**config.mk**
```make
export PLATFORM = sky130hd
export DESIGN_NAME = phy_regs
export DESIGN_NICKNAME = d
export VERILOG_FILES = /design/src/phy_regs_pkg.sv /design/src/phy_regs.sv
export SDC_FILE = /design/constraint.sdc
export NUM_CORES = 1
export LEC_CHECK = 0
export ABC_CLOCK_PERIOD_IN_PS = 6200
export BUFFER_PORTS_ARGS = -buffer_cell sky130_fd_sc_hd__buf_2
export CAP_MARGIN = 10
export CORE_AREA = 8 8 133 135
export CTS_BUF_LIST = sky130_fd_sc_hd__clkbuf_4
export DETAILED_ROUTE_END_ITERATION = 10
export DIE_AREA = 0 0 141 143
export GPL_TIMING_DRIVEN = 0
export PLACE_DENSITY = 0.71
export SLEW_MARGIN = 20
export SYNTH_ARGS = -nofsm -noshare
export SYNTH_HDL_FRONTEND = slang
export SYNTH_SLANG_ARGS = --single-unit
```
**constraint.sdc**
```tcl
create_clock -name i_clk -period 6.2 [get_ports i_clk]
set_clock_uncertainty 0.2 [all_clocks]
set_input_delay 0.31 -clock i_clk [delete_from_list [all_inputs] [get_ports i_clk]]
set_output_delay 0.31 -clock i_clk [all_outputs]
set_load 0.02 [all_outputs]
```
**src/phy_regs_pkg.sv**
```systemverilog
// constants for the serial bus phy configuration and status register bank
package phy_regs_pkg;
	// register indices on the plain port (byte-free word addresses)
	localparam logic [3:0] ADDR_ID = 4'h0;      // node address, root, cable power
	localparam logic [3:0] ADDR_CTRL = 4'h1;    // root request, trigger, gap count
	localparam logic [3:0] ADDR_CAP = 4'h2;     // speed, port count, revision
	localparam logic [3:0] ADDR_STAT = 4'h3;    // flags, initiator, cable power copy
	localparam logic [3:0] ADDR_PORT = 4'h4;    // port connection status
	localparam logic [3:0] ADDR_IRQ_ST = 4'h5;  // sticky interrupt status
	localparam logic [3:0] ADDR_IRQ_CLR = 4'h6; // write 1 to clear
	localparam logic [3:0] ADDR_IRQ_EN = 4'h7;  // interrupt enable
	// field positions
	localparam int ID_ADDR_LSB = 2;
	localparam int ID_ROOT_BIT = 1;
	localparam int ID_CPL_BIT = 0;
	localparam int CTRL_RREQ_BIT = 7;
	localparam int CTRL_TRIG_BIT = 6;
	localparam int CTRL_GAP_LSB = 0;
	localparam int CAP_SPEED_LSB = 6;
	localparam int CAP_PORTS_LSB = 2;
	localparam int CAP_REV_LSB = 0;
	localparam int STAT_CPD_BIT = 3;
	localparam int STAT_LOOP_BIT = 2;
	localparam int STAT_INIT_BIT = 1;
	localparam int STAT_CPL_BIT = 0;
	localparam int IRQ_CPD_BIT = 0;
	localparam int IRQ_LOOP_BIT = 1;
	localparam int IRQ_SELFID_BIT = 2;
	localparam int IRQ_W = 3;
	// reset and constant values
	localparam logic [5:0] GAP_RESET = 6'h3f;
	localparam logic [3:0] PORT_COUNT = 4'h3;
	localparam logic [1:0] SPEED_CAP = 2'h1;
	localparam logic [1:0] REVISION_DEFAULT = 2'h2; // arbitrary value
	// connection debounce
	localparam longint DEBOUNCE_MS = 335;
	localparam longint CLK_HZ = 200000000;
	localparam longint DEBOUNCE_CYC = (DEBOUNCE_MS * CLK_HZ + 999) / 1000;
endpackage

```
**src/phy_regs.sv**
```systemverilog
// configuration and status register bank of a three-port serial bus phy
`timescale 1ns/1ps
// Function
// - cable power level is a read-only copy of the sense input, shown twice.
// - cable power drop flag sets when the sense input goes low.
// - drop flag clears on reset or write 0; set again if sense still low.
// - 6-bit gap count, updated by register write or config packet.
// - gap count returns to 3fh on reset or two resets without update.
// - writing 1 to bus reset trigger starts a bus reset at once.
// - bus reset trigger clears after hardware or bus reset.
// - initiator flag marks a reset started here; carried into self-id.
// - loop timeout flag sets when tree identification waits too long.
// - loop timeout flag clears on reset or when software writes 0.
// - port count field reads constant 0011b.
// - node address read-only; self-id completion sends register 0 upstream.
// - root indicator clears on any reset, sets when node becomes root.
// - 2-bit core revision is a fixed constant.
// - root request asks for root at next reset; survives bus resets.
// - speed capability reads constant 01b.
// - connect status 1 when connected; connect waits 335 ms, disconnect at once.
module phy_regs
	import phy_regs_pkg::*;
#(
	parameter int NUM_PORTS = 3,
	parameter longint DEBOUNCE_CYCLES = DEBOUNCE_CYC,
	parameter logic [1:0] REVISION = REVISION_DEFAULT
) (
	// clock and reset
	input wire logic i_clk,
	input wire logic i_rst_n,
	// register port
	input wire logic [3:0] i_addr,
	input wire logic [7:0] i_wdata,
	input wire logic i_wr,
	input wire logic i_rd,
	output logic [7:0] o_rdata,
	// phy core events
	input wire logic i_cable_power,
	input wire logic i_bus_reset,
	input wire logic i_reset_by_us,
	input wire logic i_loop_timeout,
	input wire logic i_became_root,
	input wire logic i_selfid_done,
	input wire logic [5:0] i_node_address,
	input wire logic i_cfg_gap_valid,
	input wire logic [5:0] i_cfg_gap,
	input wire logic [NUM_PORTS-1:0] i_port_raw,
	// controls toward the phy core
	output logic o_start_reset,
	output logic o_root_request,
	output logic [5:0] o_gap_count,
	output logic o_initiator,
	output logic [NUM_PORTS-1:0] o_port_connected,
	// unsolicited status transfer of register 0
	output logic o_status_valid,
	output logic [7:0] o_status_data,
	// interrupt
	output logic o_irq
);
	// ****************************************
	// reset synchroniser
	// ****************************************
	logic [1:0] rst_sync_q;
	logic rst_n;

	// async assert, sync release
	always_ff @(posedge i_clk or negedge i_rst_n) begin
		if (!i_rst_n) begin
			rst_sync_q <= 2'b00;
		end else begin
			rst_sync_q <= {rst_sync_q[0], 1'b1};
		end
	end
	assign rst_n = rst_sync_q[1];

	// ****************************************
	// access decode
	// ****************************************
	function automatic logic hit(input logic [3:0] a, input logic [3:0] r);
		return a == r;
	endfunction

	logic wr_ctrl, wr_stat, wr_clr, wr_en;
	assign wr_ctrl = i_wr && hit(i_addr, ADDR_CTRL);
	assign wr_stat = i_wr && hit(i_addr, ADDR_STAT);
	assign wr_clr = i_wr && hit(i_addr, ADDR_IRQ_CLR);
	assign wr_en = i_wr && hit(i_addr, ADDR_IRQ_EN);

	// ****************************************
	// cable power
	// ****************************************
	logic cpl_q;
	logic cpd_q;
	logic cp_fall;

	// previous sense level, to catch the falling edge
	always_ff @(posedge i_clk or negedge rst_n) begin
		if (!rst_n) begin
			cpl_q <= 1'b1;
		end else begin
			cpl_q <= i_cable_power;
		end
	end

	// one-cycle fall of the sense; cpl_q resets high so a sense already low at reset release counts as a fall
	assign cp_fall = cpl_q && !i_cable_power;

	// drop flag: set wins over a clear, and a clear while still low re-sets it
	always_ff @(posedge i_clk or negedge rst_n) begin
		if (!rst_n) begin
			cpd_q <= 1'b0;
		end else if (cp_fall || (cpd_q && !i_cable_power)) begin
			cpd_q <= 1'b1;
		end else if (wr_stat && !i_wdata[STAT_CPD_BIT]) begin
			cpd_q <= 1'b0;
		end
	end

	// ****************************************
	// gap count
	// ****************************************
	logic [5:0] gap_q;
	logic gap_touched_q;
	logic gap_reset_seen_q;

	// an update arms the count; two bus resets with none between restore it
	always_ff @(posedge i_clk or negedge rst_n) begin
		if (!rst_n) begin
			gap_q <= GAP_RESET;
			gap_touched_q <= 1'b0;
			gap_reset_seen_q <= 1'b0;
		end else if (wr_ctrl) begin
			gap_q <= i_wdata[CTRL_GAP_LSB +: 6];
			gap_touched_q <= 1'b1;
			gap_reset_seen_q <= 1'b0;
		end else if (i_cfg_gap_valid) begin
			gap_q <= i_cfg_gap;
			gap_touched_q <= 1'b1;
			gap_reset_seen_q <= 1'b0;
		end else if (i_bus_reset) begin
			if (gap_touched_q) begin
				gap_touched_q <= 1'b0;
				gap_reset_seen_q <= 1'b1;
			end else if (gap_reset_seen_q) begin
				gap_q <= GAP_RESET;
				gap_reset_seen_q <= 1'b0;
			end else begin
				gap_reset_seen_q <= 1'b1;
			end
		end
	end

	// ****************************************
	// bus reset trigger, initiator, root request
	// ****************************************
	logic trig_q;
	logic init_q;
	logic rreq_q;

	// trigger holds until the bus reset it asked for is seen
	always_ff @(posedge i_clk or negedge rst_n) begin
		if (!rst_n) begin
			trig_q <= 1'b0;
		end else if (i_bus_reset) begin
			trig_q <= 1'b0;
		end else if (wr_ctrl && i_wdata[CTRL_TRIG_BIT]) begin
			trig_q <= 1'b1;
		end
	end

	// initiator is latched at each bus reset, and software may overwrite it
	always_ff @(posedge i_clk or negedge rst_n) begin
		if (!rst_n) begin
			init_q <= 1'b0;
		end else if (i_bus_reset) begin
			init_q <= i_reset_by_us || trig_q;
		end else if (wr_stat) begin
			init_q <= i_wdata[STAT_INIT_BIT];
		end
	end

	// root request is untouched by bus reset
	always_ff @(posedge i_clk or negedge rst_n) begin
		if (!rst_n) begin
			rreq_q <= 1'b0;
		end else if (wr_ctrl) begin
			rreq_q <= i_wdata[CTRL_RREQ_BIT];
		end
	end

	// ****************************************
	// loop timeout and root
	// ****************************************
	logic loop_q;
	logic root_q;

	always_ff @(posedge i_clk or negedge rst_n) begin
		if (!rst_n) begin
			loop_q <= 1'b0;
		end else if (i_loop_timeout) begin
			loop_q <= 1'b1;
		end else if (wr_stat && !i_wdata[STAT_LOOP_BIT]) begin
			loop_q <= 1'b0;
		end
	end

	// becoming root during tree identification outranks the reset that began it
	always_ff @(posedge i_clk or negedge rst_n) begin
		if (!rst_n) begin
			root_q <= 1'b0;
		end else if (i_became_root) begin
			root_q <= 1'b1;
		end else if (i_bus_reset) begin
			root_q <= 1'b0;
		end
	end

	// ****************************************
	// connection debounce
	// ****************************************
	logic [NUM_PORTS-1:0] conn_q;
	logic [31:0] deb_cnt_q [NUM_PORTS];

	// a connect must hold for the full count; a disconnect drops at once
	always_ff @(posedge i_clk or negedge rst_n) begin
		if (!rst_n) begin
			conn_q <= '0;
			for (int p = 0; p < NUM_PORTS; p++) begin
				deb_cnt_q[p] <= 32'h0;
			end
		end else begin
			for (int p = 0; p < NUM_PORTS; p++) begin
				if (!i_port_raw[p]) begin
					conn_q[p] <= 1'b0;
					deb_cnt_q[p] <= 32'h0;
				end else if (!conn_q[p]) begin
					if (deb_cnt_q[p] >= 32'(DEBOUNCE_CYCLES - 1)) begin
						conn_q[p] <= 1'b1;
					end else begin
						deb_cnt_q[p] <= deb_cnt_q[p] + 32'h1;
					end
				end
			end
		end
	end

	// ****************************************
	// register 0 image and self-id status
	// ****************************************
	logic [7:0] reg0;

	// each field placed at its named bit so the map lives in the package alone
	always_comb begin
		reg0 = 8'h00;
		reg0[ID_ADDR_LSB +: 6] = i_node_address;
		reg0[ID_ROOT_BIT] = root_q;
		reg0[ID_CPL_BIT] = i_cable_power;
	end

	logic st_valid_q;
	logic [7:0] st_data_q;

	// completion of self-id pushes register 0 out unasked
	always_ff @(posedge i_clk or negedge rst_n) begin
		if (!rst_n) begin
			st_valid_q <= 1'b0;
			st_data_q <= 8'h00;
		end else begin
			st_valid_q <= i_selfid_done;
			if (i_selfid_done) begin
				st_data_q <= reg0;
			end
		end
	end

	// ****************************************
	// interrupts
	// ****************************************
	logic [IRQ_W-1:0] irq_st_q;
	logic [IRQ_W-1:0] irq_en_q;
	logic [IRQ_W-1:0] irq_ev;

	// event vector in status bit order; every event is a one-cycle pulse
	// a drop flag re-set while the sense stays low raises no new status, only a fresh fall
	always_comb begin
		irq_ev = '0;
		irq_ev[IRQ_CPD_BIT] = cp_fall;
		irq_ev[IRQ_LOOP_BIT] = i_loop_timeout;
		irq_ev[IRQ_SELFID_BIT] = i_selfid_done;
	end

	// new events win over a clear in the same cycle
	always_ff @(posedge i_clk or negedge rst_n) begin
		if (!rst_n) begin
			irq_st_q <= '0;
		end else begin
			irq_st_q <= (irq_st_q & ~(wr_clr ? i_wdata[IRQ_W-1:0] : '0)) | irq_ev;
		end
	end

	always_ff @(posedge i_clk or negedge rst_n) begin
		if (!rst_n) begin
			irq_en_q <= '0;
		end else if (wr_en) begin
			irq_en_q <= i_wdata[IRQ_W-1:0];
		end
	end

	// ****************************************
	// read data, one cycle after the strobe
	// ****************************************
	logic [7:0] rd_d;
	logic [7:0] ctrl_img;
	logic [7:0] cap_img;
	logic [7:0] stat_img;

	// control image: root request, trigger, gap count
	always_comb begin
		ctrl_img = 8'h00;
		ctrl_img[CTRL_RREQ_BIT] = rreq_q;
		ctrl_img[CTRL_TRIG_BIT] = trig_q;
		ctrl_img[CTRL_GAP_LSB +: 6] = gap_q;
	end

	// capability image: all constants, so writes to it have nothing to land on
	always_comb begin
		cap_img = 8'h00;
		cap_img[CAP_SPEED_LSB +: 2] = SPEED_CAP;
		cap_img[CAP_PORTS_LSB +: 4] = PORT_COUNT;
		cap_img[CAP_REV_LSB +: 2] = REVISION;
	end

	// status image: the cable power level shows here a second time
	always_comb begin
		stat_img = 8'h00;
		stat_img[STAT_CPD_BIT] = cpd_q;
		stat_img[STAT_LOOP_BIT] = loop_q;
		stat_img[STAT_INIT_BIT] = init_q;
		stat_img[STAT_CPL_BIT] = i_cable_power;
	end

	always_comb begin
		rd_d = 8'h00;
		case (i_addr)
			ADDR_ID: rd_d = reg0;
			ADDR_CTRL: rd_d = ctrl_img;
			ADDR_CAP: rd_d = cap_img;
			ADDR_STAT: rd_d = stat_img;
			ADDR_PORT: rd_d = 8'(conn_q);
			ADDR_IRQ_ST: rd_d = 8'(irq_st_q);
			ADDR_IRQ_EN: rd_d = 8'(irq_en_q);
			default: rd_d = 8'h00; // unmapped and write-only read zero
		endcase
	end

	always_ff @(posedge i_clk or negedge rst_n) begin
		if (!rst_n) begin
			o_rdata <= 8'h00;
		end else if (i_rd) begin
			o_rdata <= rd_d;
		end else begin
			o_rdata <= 8'h00;
		end
	end

	// ****************************************
	// outputs
	// ****************************************
	assign o_start_reset = trig_q;
	assign o_root_request = rreq_q;
	assign o_gap_count = gap_q;
	assign o_initiator = init_q;
	assign o_port_connected = conn_q;
	assign o_status_valid = st_valid_q;
	assign o_status_data = st_data_q;
	assign o_irq = |(irq_st_q & irq_en_q);
endmodule // phy_regs

```
==> out/qor.yml <==
synth_warnings: 0
clk_latency_ps: 570
p_int_w: 0.00125
vias_per_cell: 5.50
required_ps: 6490
cts_setup_buffers: 0
pre_cts_ws_ps: 3450
timing.hold.worst.start: "i_addr[3]"
synth.most_common_cell: "dfrtp_1"
ys_types: 61
period_needed_ps: 2820
p_switching_w: 0.000453
status: "finished clean"
finalSetupViolCount: 0
synth_simple_gate_area_share: 0.229
switching_share: 0.265
synth_top_area_share: 0.481
final-hold-violation-count: 0
first_pass_iters: 5
maxSlewHeadroom: 0.556
totalWireLength_um: 16000
syn-cell-area_mm2: 0.00686
pwr-share-comb: 0.099
cts_made_buffers: 17
p_clk_frac: 0.338
fmax_mhz: 354
die_w_um: 141
synth_fa_ha_area_frac: 0.00547
antenna_found_initial: 1
area_growth_pct: 19.5
min_delay_path_depth: 6
holdWs_ps: 72.1
synthArstFlopShare: 1.00
cts.sinks: 139
groute.usage.overall: 0.162
syn-instance-count: 680
num_io_pins: 68
syn-num-nets: 721
row_count: 46
worst_slew_pin_slew_ps: 663
cap_violations: 0
layout_setup_ws_ps: 3380
grt_start_max_net_pins: 58
dp_hpwl_um: 10800
reg2reg_setup_slack_ps: 3380
p_seq_frac: 0.563
tns_ps: 0
vias: 5713
core_region_area_mm2: 0.0156
overflow: 0
die_area_mm2: 0.0202
p_leak_nw: 3.44
root_buffer: "clkbuf_4"
post_cts_resized: 0
initial_core_util: 0.440
arrival_ps: 3110
synthMuxAreaShare: 0.0387
clk_pin_slew_ps: 130
synthTopCellsByCount: "dfrtp_1 (132), nand2_1 (55), and2_1 (39)"
hold_path.class: "primary input to flip-flop"
portBuffers: 67
wl_per_cell_um: 15.4
end_kind: "flip-flop"
synth_xor_area_frac: 0.0268
drt_iter0_drc: 489
cts_tree: "yes"
routabilityCongestion: 0.836
cp-start-kind: "flip-flop"
synth_area_leaders: "dfrtp_1 (48%), and2_1 (3.6%), nand2_1 (3.0%), dfstp_2 (2.7%), o21ai_0 (2.6%)"
yosysTopAreaCell: "dfrtp_1"
drv_slew: 0
cts_buffer_depth: 2
synth_enable_flop_cells: 0
ant_nets: 0
die_y_um: 143
critical_path_class: "flip-flop to flip-flop"
path_max_fanout: 10
synth_top_family_by_area: "simple AND/OR/NAND/NOR gates"
rr_startpoint: "deb_cnt_q[32]"
ys_ff_latch: 139
drc: 0
cts_hold_buf: 40
drive_gt1_frac: 0.172
holdPathEnd: "irq_st_q[0]"
avgSynthCellArea_um2: 10.1
grt_pass1_wl_um: 26500
layout.nets: 849
peakVddDrop_mv: 0.116
grt_setup_unrepaired: "false"
synth_flop_cell: "dfrtp_1"
finalCritPeriodShare: 0.455
htree_levels: 4
rr_worst_depth: 8
synth_compound_area_frac: 0.163
power_density_mw_per_mm2: 208
grt_pass1_vias: 5471
synth-seq-area-share: 0.508
r2r_end: "deb_cnt_q[47]"
[how the worst max path moves through the flow]
stage | start | endpoint | cells past startpoint
after floorplan | rst_sync_q[1] | cpd_q | 0
after global placement | rst_sync_q[1] | o_status_data[4] | 0
after detailed placement | deb_cnt_q[32] | deb_cnt_q[47] | 8
after CTS | deb_cnt_q[32] | deb_cnt_q[47] | 8
after global routing | deb_cnt_q[32] | deb_cnt_q[47] | 8
final | deb_cnt_q[32] | deb_cnt_q[47] | 8
[logic make-up after synthesis]
family	count (synthesis)
compound gates	160
simple gates	286
other cells	1
buf+inv	45
mux	25
xor+xnor	21
fa+ha+maj	3
flops	139
[worst max-delay path: stages (launching register included)]
cell      delay [ps]
dfrtp_1          430
ha_1             230
and3_1           150
buf_2            180
a311oi_1         330
o21a_2           240
o211ai_1         270
or4_1            540
a21oi_1          160
[final cells by class]
| class | count | area [um2] |
|---|---|---|
| Fill cell | 1368 | 7400 |
| Sequential cell | 139 | 3490 |
| Multi-Input combinational cell | 496 | 3180 |
| Timing Repair Buffer | 109 | 791 |
| Tap cell | 216 | 270 |
| Clock buffer | 19 | 143 |
| Buffer | 29 | 130 |
| Clock inverter | 13 | 129 |
| Inverter | 16 | 60.1 |
| Antenna cell | 1 | 2.50 |
[flip-flops by register name, indices dropped and copies added (netlist names), 2 cells and up]
name and count:
irq_st_q 3, o_port_connected 3, o_gap_count 6, o_status_data 8, rst_sync_q 2, irq_en_q 3
o_rdata 8, deb_cnt_q 96
[metrics by stage]
stage	util	cells	cell area (um2)	total power [W]
3_3_place_gp	0.479	963	7470	0.00112
5_1_grt	0.526	1038	8200	0.00178
3_5_place_dp	0.483	965	7530	0.00113
4_1_cts	0.526	1037	8200	0.00173
2_1_floorplan	-	680	6860	0.00106
6_report	0.526	1038	8200	0.00171
[layer usage]
| layer | up-vias | track usage | share of wire |
|---|---|---|---|
| met5 | - | 0 | 0 |
| met4 | 0 | 0.0588 | 0.018 |
| li1 | 2769 | - | - |
| met1 | 2767 | 0.213 | 0.46 |
| met3 | 30 | 0.0414 | 0.048 |
| met2 | 147 | 0.254 | 0.47 |
[cell usage in the layout, fill, tap and decap left out, types with 5 or more instances in the layout]
cell / Yosys / final
a21oi_1: 22 / 22
nor2_1: 27 / 27
buf_2: 5 / 72
xor2_1: 6 / 6
nor4_1: 8 / 8
dlygate4sd3_1: 0 / 40
o311ai_0: 7 / 7
a211oi_1: 5 / 5
clkbuf_4: 0 / 19
nand3b_1: 9 / 9
o21ai_0: 35 / 35
nand4_1: 11 / 11
o21a_1: 13 / 13
dfstp_2: 7 / 7
nor3_1: 23 / 23
or3_1: 21 / 21
and2_1: 39 / 39
mux2_2: 12 / 12
nand3_1: 34 / 34
and3_1: 12 / 12
o211ai_1: 13 / 13
dfrtp_1: 132 / 131
or4_1: 11 / 11
inv_1: 16 / 16
mux2i_1: 13 / 13
nand2_1: 55 / 55
xnor2_1: 15 / 15
nand2b_1: 19 / 19
a21boi_0: 10 / 10
o41ai_1: 7 / 7
o221a_2: 6 / 6
o31ai_1: 12 / 12
clkbuf_1: 21 / 21
o2111ai_1: 6 / 6
[power groups by stage]
stage	clock network (W)	logic, W	registers, W
floorplan	0	0.0000636	0.000998
global placement	0	0.000130	0.000989
detailed placement	0	0.000150	0.000978
CTS	0.000597	0.000170	0.000961
global route	0.000633	0.000186	0.000965
finish	0.000578	0.000169	0.000960
Note: power is estimated with default switching activity, not from simulation.
